==> config.mk <==
export PLATFORM = sky130hd
export DESIGN_NAME = cmo_output_points
export DESIGN_NICKNAME = d
export VERILOG_FILES = /design/src/hdl/cmo_pkg.sv /design/src/hdl/cmo_output_points.sv /design/src/hdl/cmo_sync.sv /design/src/hdl/cmo_irq.sv
export SDC_FILE = /design/constraint.sdc
export NUM_CORES = 1
export LEC_CHECK = 0
export ABC_CLOCK_PERIOD_IN_PS = 3340
export CAP_MARGIN = 30
export CORE_MARGIN = 3
export CORE_UTILIZATION = 55
export DETAILED_ROUTE_END_ITERATION = 7
export DONT_BUFFER_PORTS = 1
export GPL_TIMING_DRIVEN = 1
export PLACE_DENSITY = 0.7
export SLEW_MARGIN = 20
export SYNTH_ARGS = -nofsm -noshare
export SYNTH_HDL_FRONTEND = slang
export SYNTH_SLANG_ARGS = --single-unit
==> constraint.sdc <==
create_clock -name ref_clk -period 3.34 [get_ports ref_clk]
set_input_delay 0.334 -clock ref_clk [delete_from_list [all_inputs] [get_ports ref_clk]]
set_output_delay 0.334 -clock ref_clk [all_outputs]
set_load 0.01 [all_outputs]
==> src/hdl/cmo_pkg.sv <==
// Constants shared by the counter module output point block
package cmo_pkg;
    localparam int          POINTS          = 4;
    localparam int          WORD_W          = 16;
    localparam int          SEL_W           = 8;
    localparam int          FAULT_W         = 8;
    localparam logic [7:0]  MODULE_MAX      = 8'h1f;
    localparam logic [3:0]  PATTERN_RST     = 4'h0;
    localparam logic [15:0] STATUS_RST      = 16'h0000;
    // Fault codes
    localparam logic [7:0]  FAULT_NONE      = 8'h00;
    localparam logic [7:0]  FAULT_BAD_SEL   = 8'h01;
    localparam logic [7:0]  FAULT_BAD_VALUE = 8'h02;
    localparam logic [7:0]  FAULT_NO_MODULE = 8'h03;
    // Register indices
    localparam logic [3:0]  REG_CTRL        = 4'h0;
    localparam logic [3:0]  REG_PATTERN     = 4'h1;
    localparam logic [3:0]  REG_SELECT      = 4'h2;
    localparam logic [3:0]  REG_STATUS      = 4'h3;
    localparam logic [3:0]  REG_FAULT       = 4'h4;
    localparam logic [3:0]  REG_IRQ_STAT    = 4'h5;
    localparam logic [3:0]  REG_IRQ_MASK    = 4'h6;
    localparam logic [3:0]  REG_OWN_ID      = 4'h7;
    // Control register bits
    localparam int          CTRL_ENABLE     = 0;
    localparam int          CTRL_APPLY      = 1;
    localparam int          CTRL_BUSY       = 2;
    localparam int          CTRL_ERROR      = 3;
    localparam int          CTRL_CMP        = 4;
    // Interrupt event bits
    localparam int          IRQ_N           = 4;
    localparam int          EV_STARTED      = 0;
    localparam int          EV_APPLIED      = 1;
    localparam int          EV_FAULT        = 2;
    localparam int          EV_CMP_DONE     = 3;
endpackage

==> src/hdl/cmo_output_points.sv <==
// Output point control for a counter module: pattern, status, flags
//
// Decided for this implementation: the address-and-strobe port and the register offsets.
`timescale 1ns/1ps
module cmo_output_points #(
    parameter logic [7:0] OWN_ID = 8'h00  // Arbitrary default slot
) (
    // Clock and reset
    input  wire logic        ref_clk,
    input  wire logic        nrst,
    // Register port
    input  wire logic [3:0]  reg_addr,
    input  wire logic [31:0] reg_wdata,
    input  wire logic        reg_wr,
    input  wire logic        reg_rd,
    output logic      [31:0] reg_rdata,
    // Compare output function state
    input  wire logic        compare_output_fn,
    input  wire logic        table_compare_output_fn,
    input  wire logic [3:0]  cmp_points,
    // Module presence and point feedback pins
    input  wire logic        module_present,
    input  wire logic [3:0]  point_sense,
    // Output points
    output logic      [3:0]  out_point_0_to_3,
    // Flags
    output logic             busy_flag,
    output logic             error_flag,
    output logic             irq
);
    logic                                block_enable_r;
    logic                                enable_d_r;
    logic                                apply_request_r;
    logic [cmo_pkg::WORD_W-1:0]          out_pattern_r;
    logic [cmo_pkg::SEL_W-1:0]           module_select_r;
    logic [cmo_pkg::WORD_W-1:0]          out_status_r;
    logic [cmo_pkg::FAULT_W-1:0]         fault_code_r;
    logic [cmo_pkg::POINTS-1:0]          host_points_r;
    logic                                cmp_d_r;
    logic                                cmp_active;
    logic [1:0]                          cmp_sync;
    logic                                present_sync;
    logic [cmo_pkg::POINTS-1:0]          sense_sync;
    logic [cmo_pkg::POINTS-1:0]          cmp_pts_sync;
    logic                                rise;
    logic                                fall;
    logic                                sel_ok;
    logic                                wr_ctrl;
    logic                                ctrl_apply;
    logic [cmo_pkg::IRQ_N-1:0]           events;
    logic [cmo_pkg::IRQ_N-1:0]           irq_stat;
    logic [cmo_pkg::IRQ_N-1:0]           irq_mask;
    logic                                wr_pattern;
    logic                                wr_select;
    logic                                wr_mask;
    logic                                wr_clr;
    logic [cmo_pkg::FAULT_W-1:0]         fault_now;
    logic                                fault_hit;
    logic [31:0]                         rd_word;

    // Pin-side inputs come from another domain
    // Both compare flags cross apart; merged only after the flops
    cmo_sync #(.W(2)) u_sync_cmp (
        .ref_clk (ref_clk),
        .nrst    (nrst),
        .d_in    ({compare_output_fn, table_compare_output_fn}),
        .d_out   (cmp_sync)
    );
    cmo_sync #(.W(1)) u_sync_present (
        .ref_clk (ref_clk),
        .nrst    (nrst),
        .d_in    (module_present),
        .d_out   (present_sync)
    );
    cmo_sync #(.W(cmo_pkg::POINTS)) u_sync_sense (
        .ref_clk (ref_clk),
        .nrst    (nrst),
        .d_in    (point_sense),
        .d_out   (sense_sync)
    );
    cmo_sync #(.W(cmo_pkg::POINTS)) u_sync_cmp_pts (
        .ref_clk (ref_clk),
        .nrst    (nrst),
        .d_in    (cmp_points),
        .d_out   (cmp_pts_sync)
    );

    function automatic logic [31:0] zext16(input logic [15:0] v);
        zext16 = {16'h0000, v};
    endfunction

    // Start-up checks in priority order; first failure names the fault
    function automatic logic [cmo_pkg::FAULT_W-1:0] fault_of(
        input logic [cmo_pkg::SEL_W-1:0]  sel,
        input logic [cmo_pkg::WORD_W-1:0] pattern,
        input logic                       present,
        input logic                       own
    );
        if (sel > cmo_pkg::MODULE_MAX) begin
            fault_of = cmo_pkg::FAULT_BAD_SEL;
        end else if (pattern[15:4] != 12'h000) begin
            fault_of = cmo_pkg::FAULT_BAD_VALUE;
        end else if (!present || !own) begin
            fault_of = cmo_pkg::FAULT_NO_MODULE;
        end else begin
            fault_of = cmo_pkg::FAULT_NONE;
        end
    endfunction

    assign cmp_active = |cmp_sync;
    assign wr_ctrl    = reg_wr && (reg_addr == cmo_pkg::REG_CTRL);
    assign wr_pattern = reg_wr && (reg_addr == cmo_pkg::REG_PATTERN);
    assign wr_select  = reg_wr && (reg_addr == cmo_pkg::REG_SELECT);
    assign wr_mask    = reg_wr && (reg_addr == cmo_pkg::REG_IRQ_MASK);
    assign wr_clr     = reg_wr && (reg_addr == cmo_pkg::REG_IRQ_STAT);
    assign ctrl_apply = reg_wdata[cmo_pkg::CTRL_APPLY];
    assign rise       = block_enable_r && !enable_d_r;
    assign fall       = !block_enable_r && enable_d_r;
    assign sel_ok     = (module_select_r == OWN_ID)
                        && (module_select_r <= cmo_pkg::MODULE_MAX);
    assign fault_now  = fault_of(module_select_r, out_pattern_r,
                                 present_sync, sel_ok);
    assign fault_hit  = (fault_now != cmo_pkg::FAULT_NONE);

    // Enable bit is software-owned
    always_ff @(posedge ref_clk or negedge nrst) begin
        if (!nrst) begin
            block_enable_r <= 1'b0;
        end else if (wr_ctrl) begin
            block_enable_r <= reg_wdata[cmo_pkg::CTRL_ENABLE];
        end
    end

    always_ff @(posedge ref_clk or negedge nrst) begin
        if (!nrst) begin
            enable_d_r <= 1'b0;
            cmp_d_r    <= 1'b0;
        end else begin
            enable_d_r <= block_enable_r;
            cmp_d_r    <= cmp_active;
        end
    end

    always_ff @(posedge ref_clk or negedge nrst) begin
        if (!nrst) begin
            out_pattern_r <= 16'h0000;
        end else if (wr_pattern) begin
            out_pattern_r <= reg_wdata[15:0];
        end
    end

    always_ff @(posedge ref_clk or negedge nrst) begin
        if (!nrst) begin
            module_select_r <= 8'h00;
        end else if (wr_select) begin
            module_select_r <= reg_wdata[7:0];
        end
    end

    // Apply request: set by host, cleared by device the next cycle
    always_ff @(posedge ref_clk or negedge nrst) begin
        if (!nrst) begin
            apply_request_r <= 1'b0;
        end else if (!block_enable_r) begin
            apply_request_r <= 1'b0;
        end else if (wr_ctrl && ctrl_apply) begin
            apply_request_r <= 1'b1;
        end else if (apply_request_r) begin
            apply_request_r <= 1'b0;
        end
    end

    // Host-requested point state; held while compare owns the points
    always_ff @(posedge ref_clk or negedge nrst) begin
        if (!nrst) begin
            host_points_r <= cmo_pkg::PATTERN_RST;
        end else if (rise && sel_ok && !cmp_active) begin
            host_points_r <= out_pattern_r[3:0];
        end else if (apply_request_r && sel_ok && !cmp_active) begin
            host_points_r <= out_pattern_r[3:0];
        end else if (cmp_d_r && !cmp_active && block_enable_r
                     && sel_ok) begin
            host_points_r <= out_pattern_r[3:0];
        end
    end

    // Compare function overrides the host pattern while it runs
    always_ff @(posedge ref_clk or negedge nrst) begin
        if (!nrst) begin
            out_point_0_to_3 <= cmo_pkg::PATTERN_RST;
        end else if (cmp_active) begin
            out_point_0_to_3 <= cmp_pts_sync;
        end else begin
            out_point_0_to_3 <= host_points_r;
        end
    end

    // Status reflects sensed point levels, zero when disabled
    always_ff @(posedge ref_clk or negedge nrst) begin
        if (!nrst) begin
            out_status_r <= cmo_pkg::STATUS_RST;
        end else if (block_enable_r) begin
            out_status_r <= {12'h000, sense_sync};
        end else begin
            out_status_r <= cmo_pkg::STATUS_RST;
        end
    end

    always_ff @(posedge ref_clk or negedge nrst) begin
        if (!nrst) begin
            busy_flag <= 1'b0;
        end else begin
            busy_flag <= block_enable_r;
        end
    end

    // Start-up checks: selected slot valid, pattern in range and module answering
    always_ff @(posedge ref_clk or negedge nrst) begin
        if (!nrst) begin
            error_flag   <= 1'b0;
            fault_code_r <= cmo_pkg::FAULT_NONE;
        end else if (!block_enable_r) begin
            error_flag   <= 1'b0;
            fault_code_r <= cmo_pkg::FAULT_NONE;
        end else if (rise && fault_hit) begin
            error_flag   <= 1'b1;
            fault_code_r <= fault_now;
        end
    end

    assign events[cmo_pkg::EV_STARTED]  = rise;
    assign events[cmo_pkg::EV_APPLIED]  = apply_request_r && sel_ok
                                          && !cmp_active;
    assign events[cmo_pkg::EV_FAULT]    = rise && fault_hit;
    assign events[cmo_pkg::EV_CMP_DONE] = cmp_d_r && !cmp_active;

    cmo_irq #(.N(cmo_pkg::IRQ_N)) u_irq (
        .ref_clk  (ref_clk),
        .nrst     (nrst),
        .event_in (events),
        .mask_we  (wr_mask),
        .clr_we   (wr_clr),
        .wdata    (reg_wdata[cmo_pkg::IRQ_N-1:0]),
        .stat_r   (irq_stat),
        .mask_r   (irq_mask),
        .irq      (irq)
    );

    // Read mux stays combinational; only the returned word is registered
    always_comb begin
        case (reg_addr)
            cmo_pkg::REG_CTRL: begin
                rd_word = {27'h0, cmp_active, error_flag, busy_flag,
                           apply_request_r, block_enable_r};
            end
            cmo_pkg::REG_PATTERN:  rd_word = zext16(out_pattern_r);
            cmo_pkg::REG_SELECT:   rd_word = {24'h0, module_select_r};
            cmo_pkg::REG_STATUS:   rd_word = zext16(out_status_r);
            cmo_pkg::REG_FAULT:    rd_word = {24'h0, fault_code_r};
            cmo_pkg::REG_IRQ_STAT: rd_word = {28'h0, irq_stat};
            cmo_pkg::REG_IRQ_MASK: rd_word = {28'h0, irq_mask};
            cmo_pkg::REG_OWN_ID:   rd_word = {24'h0, OWN_ID};
            default:               rd_word = 32'h0000_0000;
        endcase
    end

    // Read data valid the cycle after the strobe, zero otherwise
    always_ff @(posedge ref_clk or negedge nrst) begin
        if (!nrst) begin
            reg_rdata <= 32'h0000_0000;
        end else if (reg_rd) begin
            reg_rdata <= rd_word;
        end else begin
            reg_rdata <= 32'h0000_0000;
        end
    end
endmodule // cmo_output_points

==> src/hdl/cmo_sync.sv <==
// Two-flop synchroniser for external levels
`timescale 1ns/1ps
module cmo_sync #(
    parameter int W = 1
) (
    // Clock and reset
    input  wire logic         ref_clk,
    input  wire logic         nrst,
    // Data
    input  wire logic [W-1:0] d_in,
    output logic      [W-1:0] d_out
);
    logic [W-1:0] meta_r;

    always_ff @(posedge ref_clk or negedge nrst) begin
        if (!nrst) begin
            meta_r <= '0;
            d_out  <= '0;
        end else begin
            meta_r <= d_in;
            d_out  <= meta_r;
        end
    end
endmodule // cmo_sync

==> src/hdl/cmo_irq.sv <==
// Sticky interrupt status with mask and write-one-to-clear
`timescale 1ns/1ps
module cmo_irq #(
    parameter int N = 4
) (
    // Clock and reset
    input  wire logic         ref_clk,
    input  wire logic         nrst,
    // Events and software access
    input  wire logic [N-1:0] event_in,
    input  wire logic         mask_we,
    input  wire logic         clr_we,
    input  wire logic [N-1:0] wdata,
    // State
    output logic      [N-1:0] stat_r,
    output logic      [N-1:0] mask_r,
    output logic              irq
);
    always_ff @(posedge ref_clk or negedge nrst) begin
        if (!nrst) begin
            stat_r <= '0;
        end else begin
            // Set wins over a clear in the same cycle
            stat_r <= (stat_r & ~(clr_we ? wdata : '0)) | event_in;
        end
    end

    always_ff @(posedge ref_clk or negedge nrst) begin
        if (!nrst) begin
            mask_r <= '0;
        end else if (mask_we) begin
            mask_r <= wdata;
        end
    end

    assign irq = |(stat_r & mask_r);
endmodule // cmo_irq

==> metrics.md <==
| Metric | Value |
|---|---|
| Final wirelength | 6290 um |
| Via/cell ratio | 5.661 |
| Depth of the worst register-to-register path | 3 |
| GPL Wtd Cong | 0.8613 |
| Synth warn | 0 |
| Die outline height | 85.57 um |
| Cell accounting for the most synthesized area | dfrtp_1 |
| Tcrit/Tclk final | 60.46% |
| Hold Crit Class | in -> reg |
| Die X | 85.57 um |
| Average routed wire per standard cell | 17.92 um |
| Synth Cell Area | 3482 um^2 |
| Vias in the first global route | 2038 |
| #FFs+latches synth | 89 |
| Initial core utilization | 57.79% |
| Total grt overflow | 0 |
| Largest family of logic cells by synthesized area | multiplexers |
| Vias | 1987 |
| Synth Instances | 256 |
| Leading registers by flop count | out_pattern_r x16, reg_rdata x16, module_select_r x8 |
| CP Launch Type | flip-flop |
| Initial antenna violation count | 0 |
| Fin Setup TNS | 0 ps |
| CTS tree | built |
| Placed cell count | 322 |
| Detailed placer's ending HPWL | 4344 um |
| Final slew viol count | 0 |
| Post-synthesis xor/xnor area fraction | 0% |
| Peak VDD IR | 0.3407 mV |
| Clock buffer depth | 2 |
| Buffers added on ports | 0 |
| Leak pwr | 1.730 nW |
| CTS Sinks | 89 |
| Most common flop cell mapped by yosys | dfrtp_1 |
| TritonRoute pass-1 iters | 4 |
| Total power | 2.335 mW |
| Diode count | 0 |
| Largest net degree at the start of global routing | 90 |
| Fmax | 495.2 MHz |
| CTS Buf Count | 9 |
| Area grow syn2layout | 10.13% |
| Post-layout worst setup margin | 1321 ps |
| Hold path cells | 2 |
| Worst hold slack | 92.65 ps |
| Placeable Area | 6026 um^2 |
| WP data required | 3580 ps |
| H-tree Lvls | 3 |
| Rel. slew slack | 51.79% |
| Arr. time, crit path | 2260 ps |
| Ratio of cells with drive above 1 in the final layout | 21.01% |
| DP Area | 3482 um^2 |
| Starting DRC count in detailed routing | 168 |
| RR Startpoint | block_enable_r$_DFFE_PN0P_ |
| Mapped Avg Cell Area | 13.60 um^2 |
| Post-synthesis mux area share | 13.26% |
| IO Pins | 90 |
| Final nets | 322 |
| Row count | 28 |
| Clock Latency Late Sink | 350 ps |
| Final Critical Period | 2019 ps |
| Reg-to-Reg End | host_points_r[3]$_DFFE_PN0P_ |
| Final setup violating endpoints | 0 |
| RSZ-0062 raised after global routing | no |
| Outcome | finished, final reports clean |
| Post-synth top area share | 63.96% |
| GR Util All Layers | 18.38% |
| Worst setup EP type | flip-flop |
| Pin slew with the least headroom to its limit | 721.7 ps |
| Worst hold start | reg_wdata[1] |
| First-pass GRT wire length | 10160 um |
| Clock skew | 8.235 ps |
| Flop2flop setup slack | 1320 ps |
| Distinct cell type count of the synthesized netlist | 35 |
| Root buf cell | clkbuf_8 |
| Final antenna-violating net count | 0 |
| Number of flops mapped to enable cells by yosys | 0 |
| DRC viols | 0 |
| Design area | 3835 um^2 |
| Final core utilization | 63.64% |
| Placement Setup Slack | 1216 ps |
| Worst-path maximum fanout | 14 |
| DIE AREA | 7322 um^2 |
| Final Hold Fails | 0 |
| Cell Count, Final, Fillers Out | 351 |
| Sequential area share after synthesis | 63.96% |
| Synth Area in Compound Gates | 7.510% |
| Pwr/cell area | 608.9 nW/um^2 |
| Post-Synth Adder-Cell Area | 0% |
| Max-Cap Viols | 0 |
| Largest cells by area after synthesis | dfrtp_1, mux2_2, buf_4 |
| Simple-gate area share of the yosys netlist | 10.31% |
| Ys async rst share | 100.0% |
| Setup CP Type | reg -> reg |
| Min-Delay Endpoint | apply_request_r$_DFF_PN0_ |
| Clock transition at path regs | 90 ps |
==> synth_stat cells, drive strengths merged, types with 2 or more instances <==
cell type	number
nand2b	2
or3	3
clkbuf	6
o21ai	3
a22oi	5
mux2	39
inv	3
and3	5
and2	13
a22o	7
dfrtp	89
nor2b	3
a222oi	2
nor4	4
a21o	2
nand3b	4
nand2	14
buf	19
nor2	10
nor3	3
nand3	3
a21oi	4
a31oi	3
==> layer usage <==
metal	vias to the layer above	track usage [%]	wire [um]
met5	-	0	0
met4	0	8.058	151
met3	16	6.532	462
met1	988	24.58	2807
li1	907	-	-
met2	76	27.26	2869
==> power by group <==
part	internal [mW]	switching (mW)	total, mW
registers	1.22	0.121	1.34
logic	0.148	0.112	0.261
clock network	0.367	0.370	0.737
==> worst max-delay path by stage <==
| stage | start | endpoint | depth (start not counted) |
|---|---|---|---|
| final | block_enable_r$_DFFE_PN0P_ | host_points_r[3]$_DFFE_PN0P_ | 3 |
| after global routing | block_enable_r$_DFFE_PN0P_ | host_points_r[3]$_DFFE_PN0P_ | 3 |
| after CTS | module_select_r[4]$_DFFE_PN0P_ | host_points_r[3]$_DFFE_PN0P_ | 3 |
| after detailed placement | reg_addr[0] | out_pattern_r[1]$_DFFE_PN0P_ | 4 |
| after global placement | reg_addr[0] | out_pattern_r[12]$_DFFE_PN0P_ | 4 |
| after floorplan | module_select_r[4]$_DFFE_PN0P_ | host_points_r[0]$_DFFE_PN0P_ | 3 |
==> what timing repair did <==
item                      in CTS  in global routing
hold buffers                  13                  0
hold endpoints to repair     100                  0
gates resized for setup        0                  0
setup buffers                  0                  0
==> worst max-delay path: stages (launching register included) <==
cell and delay (ps):
dfrtp_1 630, o21ai_0 300, a2111oi_4 600, mux2_1 380
==> cell usage in the layout (no fill, tap or decap), types with 5 or more instances in the layout <==
cell	n
nand2_1	14
and3_1	5
conb_1	16
clkbuf_8	10
a22o_1	7
and2_1	13
dlygate4sd3_1	12
nor2_1	10
mux2_2	35
a22oi_1	5
dfrtp_1	89
==> cell type report <==
class,instances,area (um^2)
inverters,3,11.26
well taps,75,93.84
multi-input cells,154,1142
fillers,458,2191
clock inverters,6,67.56
repair buffers,14,155.1
flip-flops and latches,89,2227
clock buffers,10,137.6
==> kinds of logic (layout without fill, tap and decap cells) <==
family | count (synthesis) | count (layout)
AND/OR/NAND/NOR | 66 | 66
multiplexers | 40 | 40
flip-flops | 89 | 89
other | 1 | 16
AO/OA/AOI/OAI | 32 | 32
buffers and inverters | 28 | 33
Power figures use the tool's default switching activity.
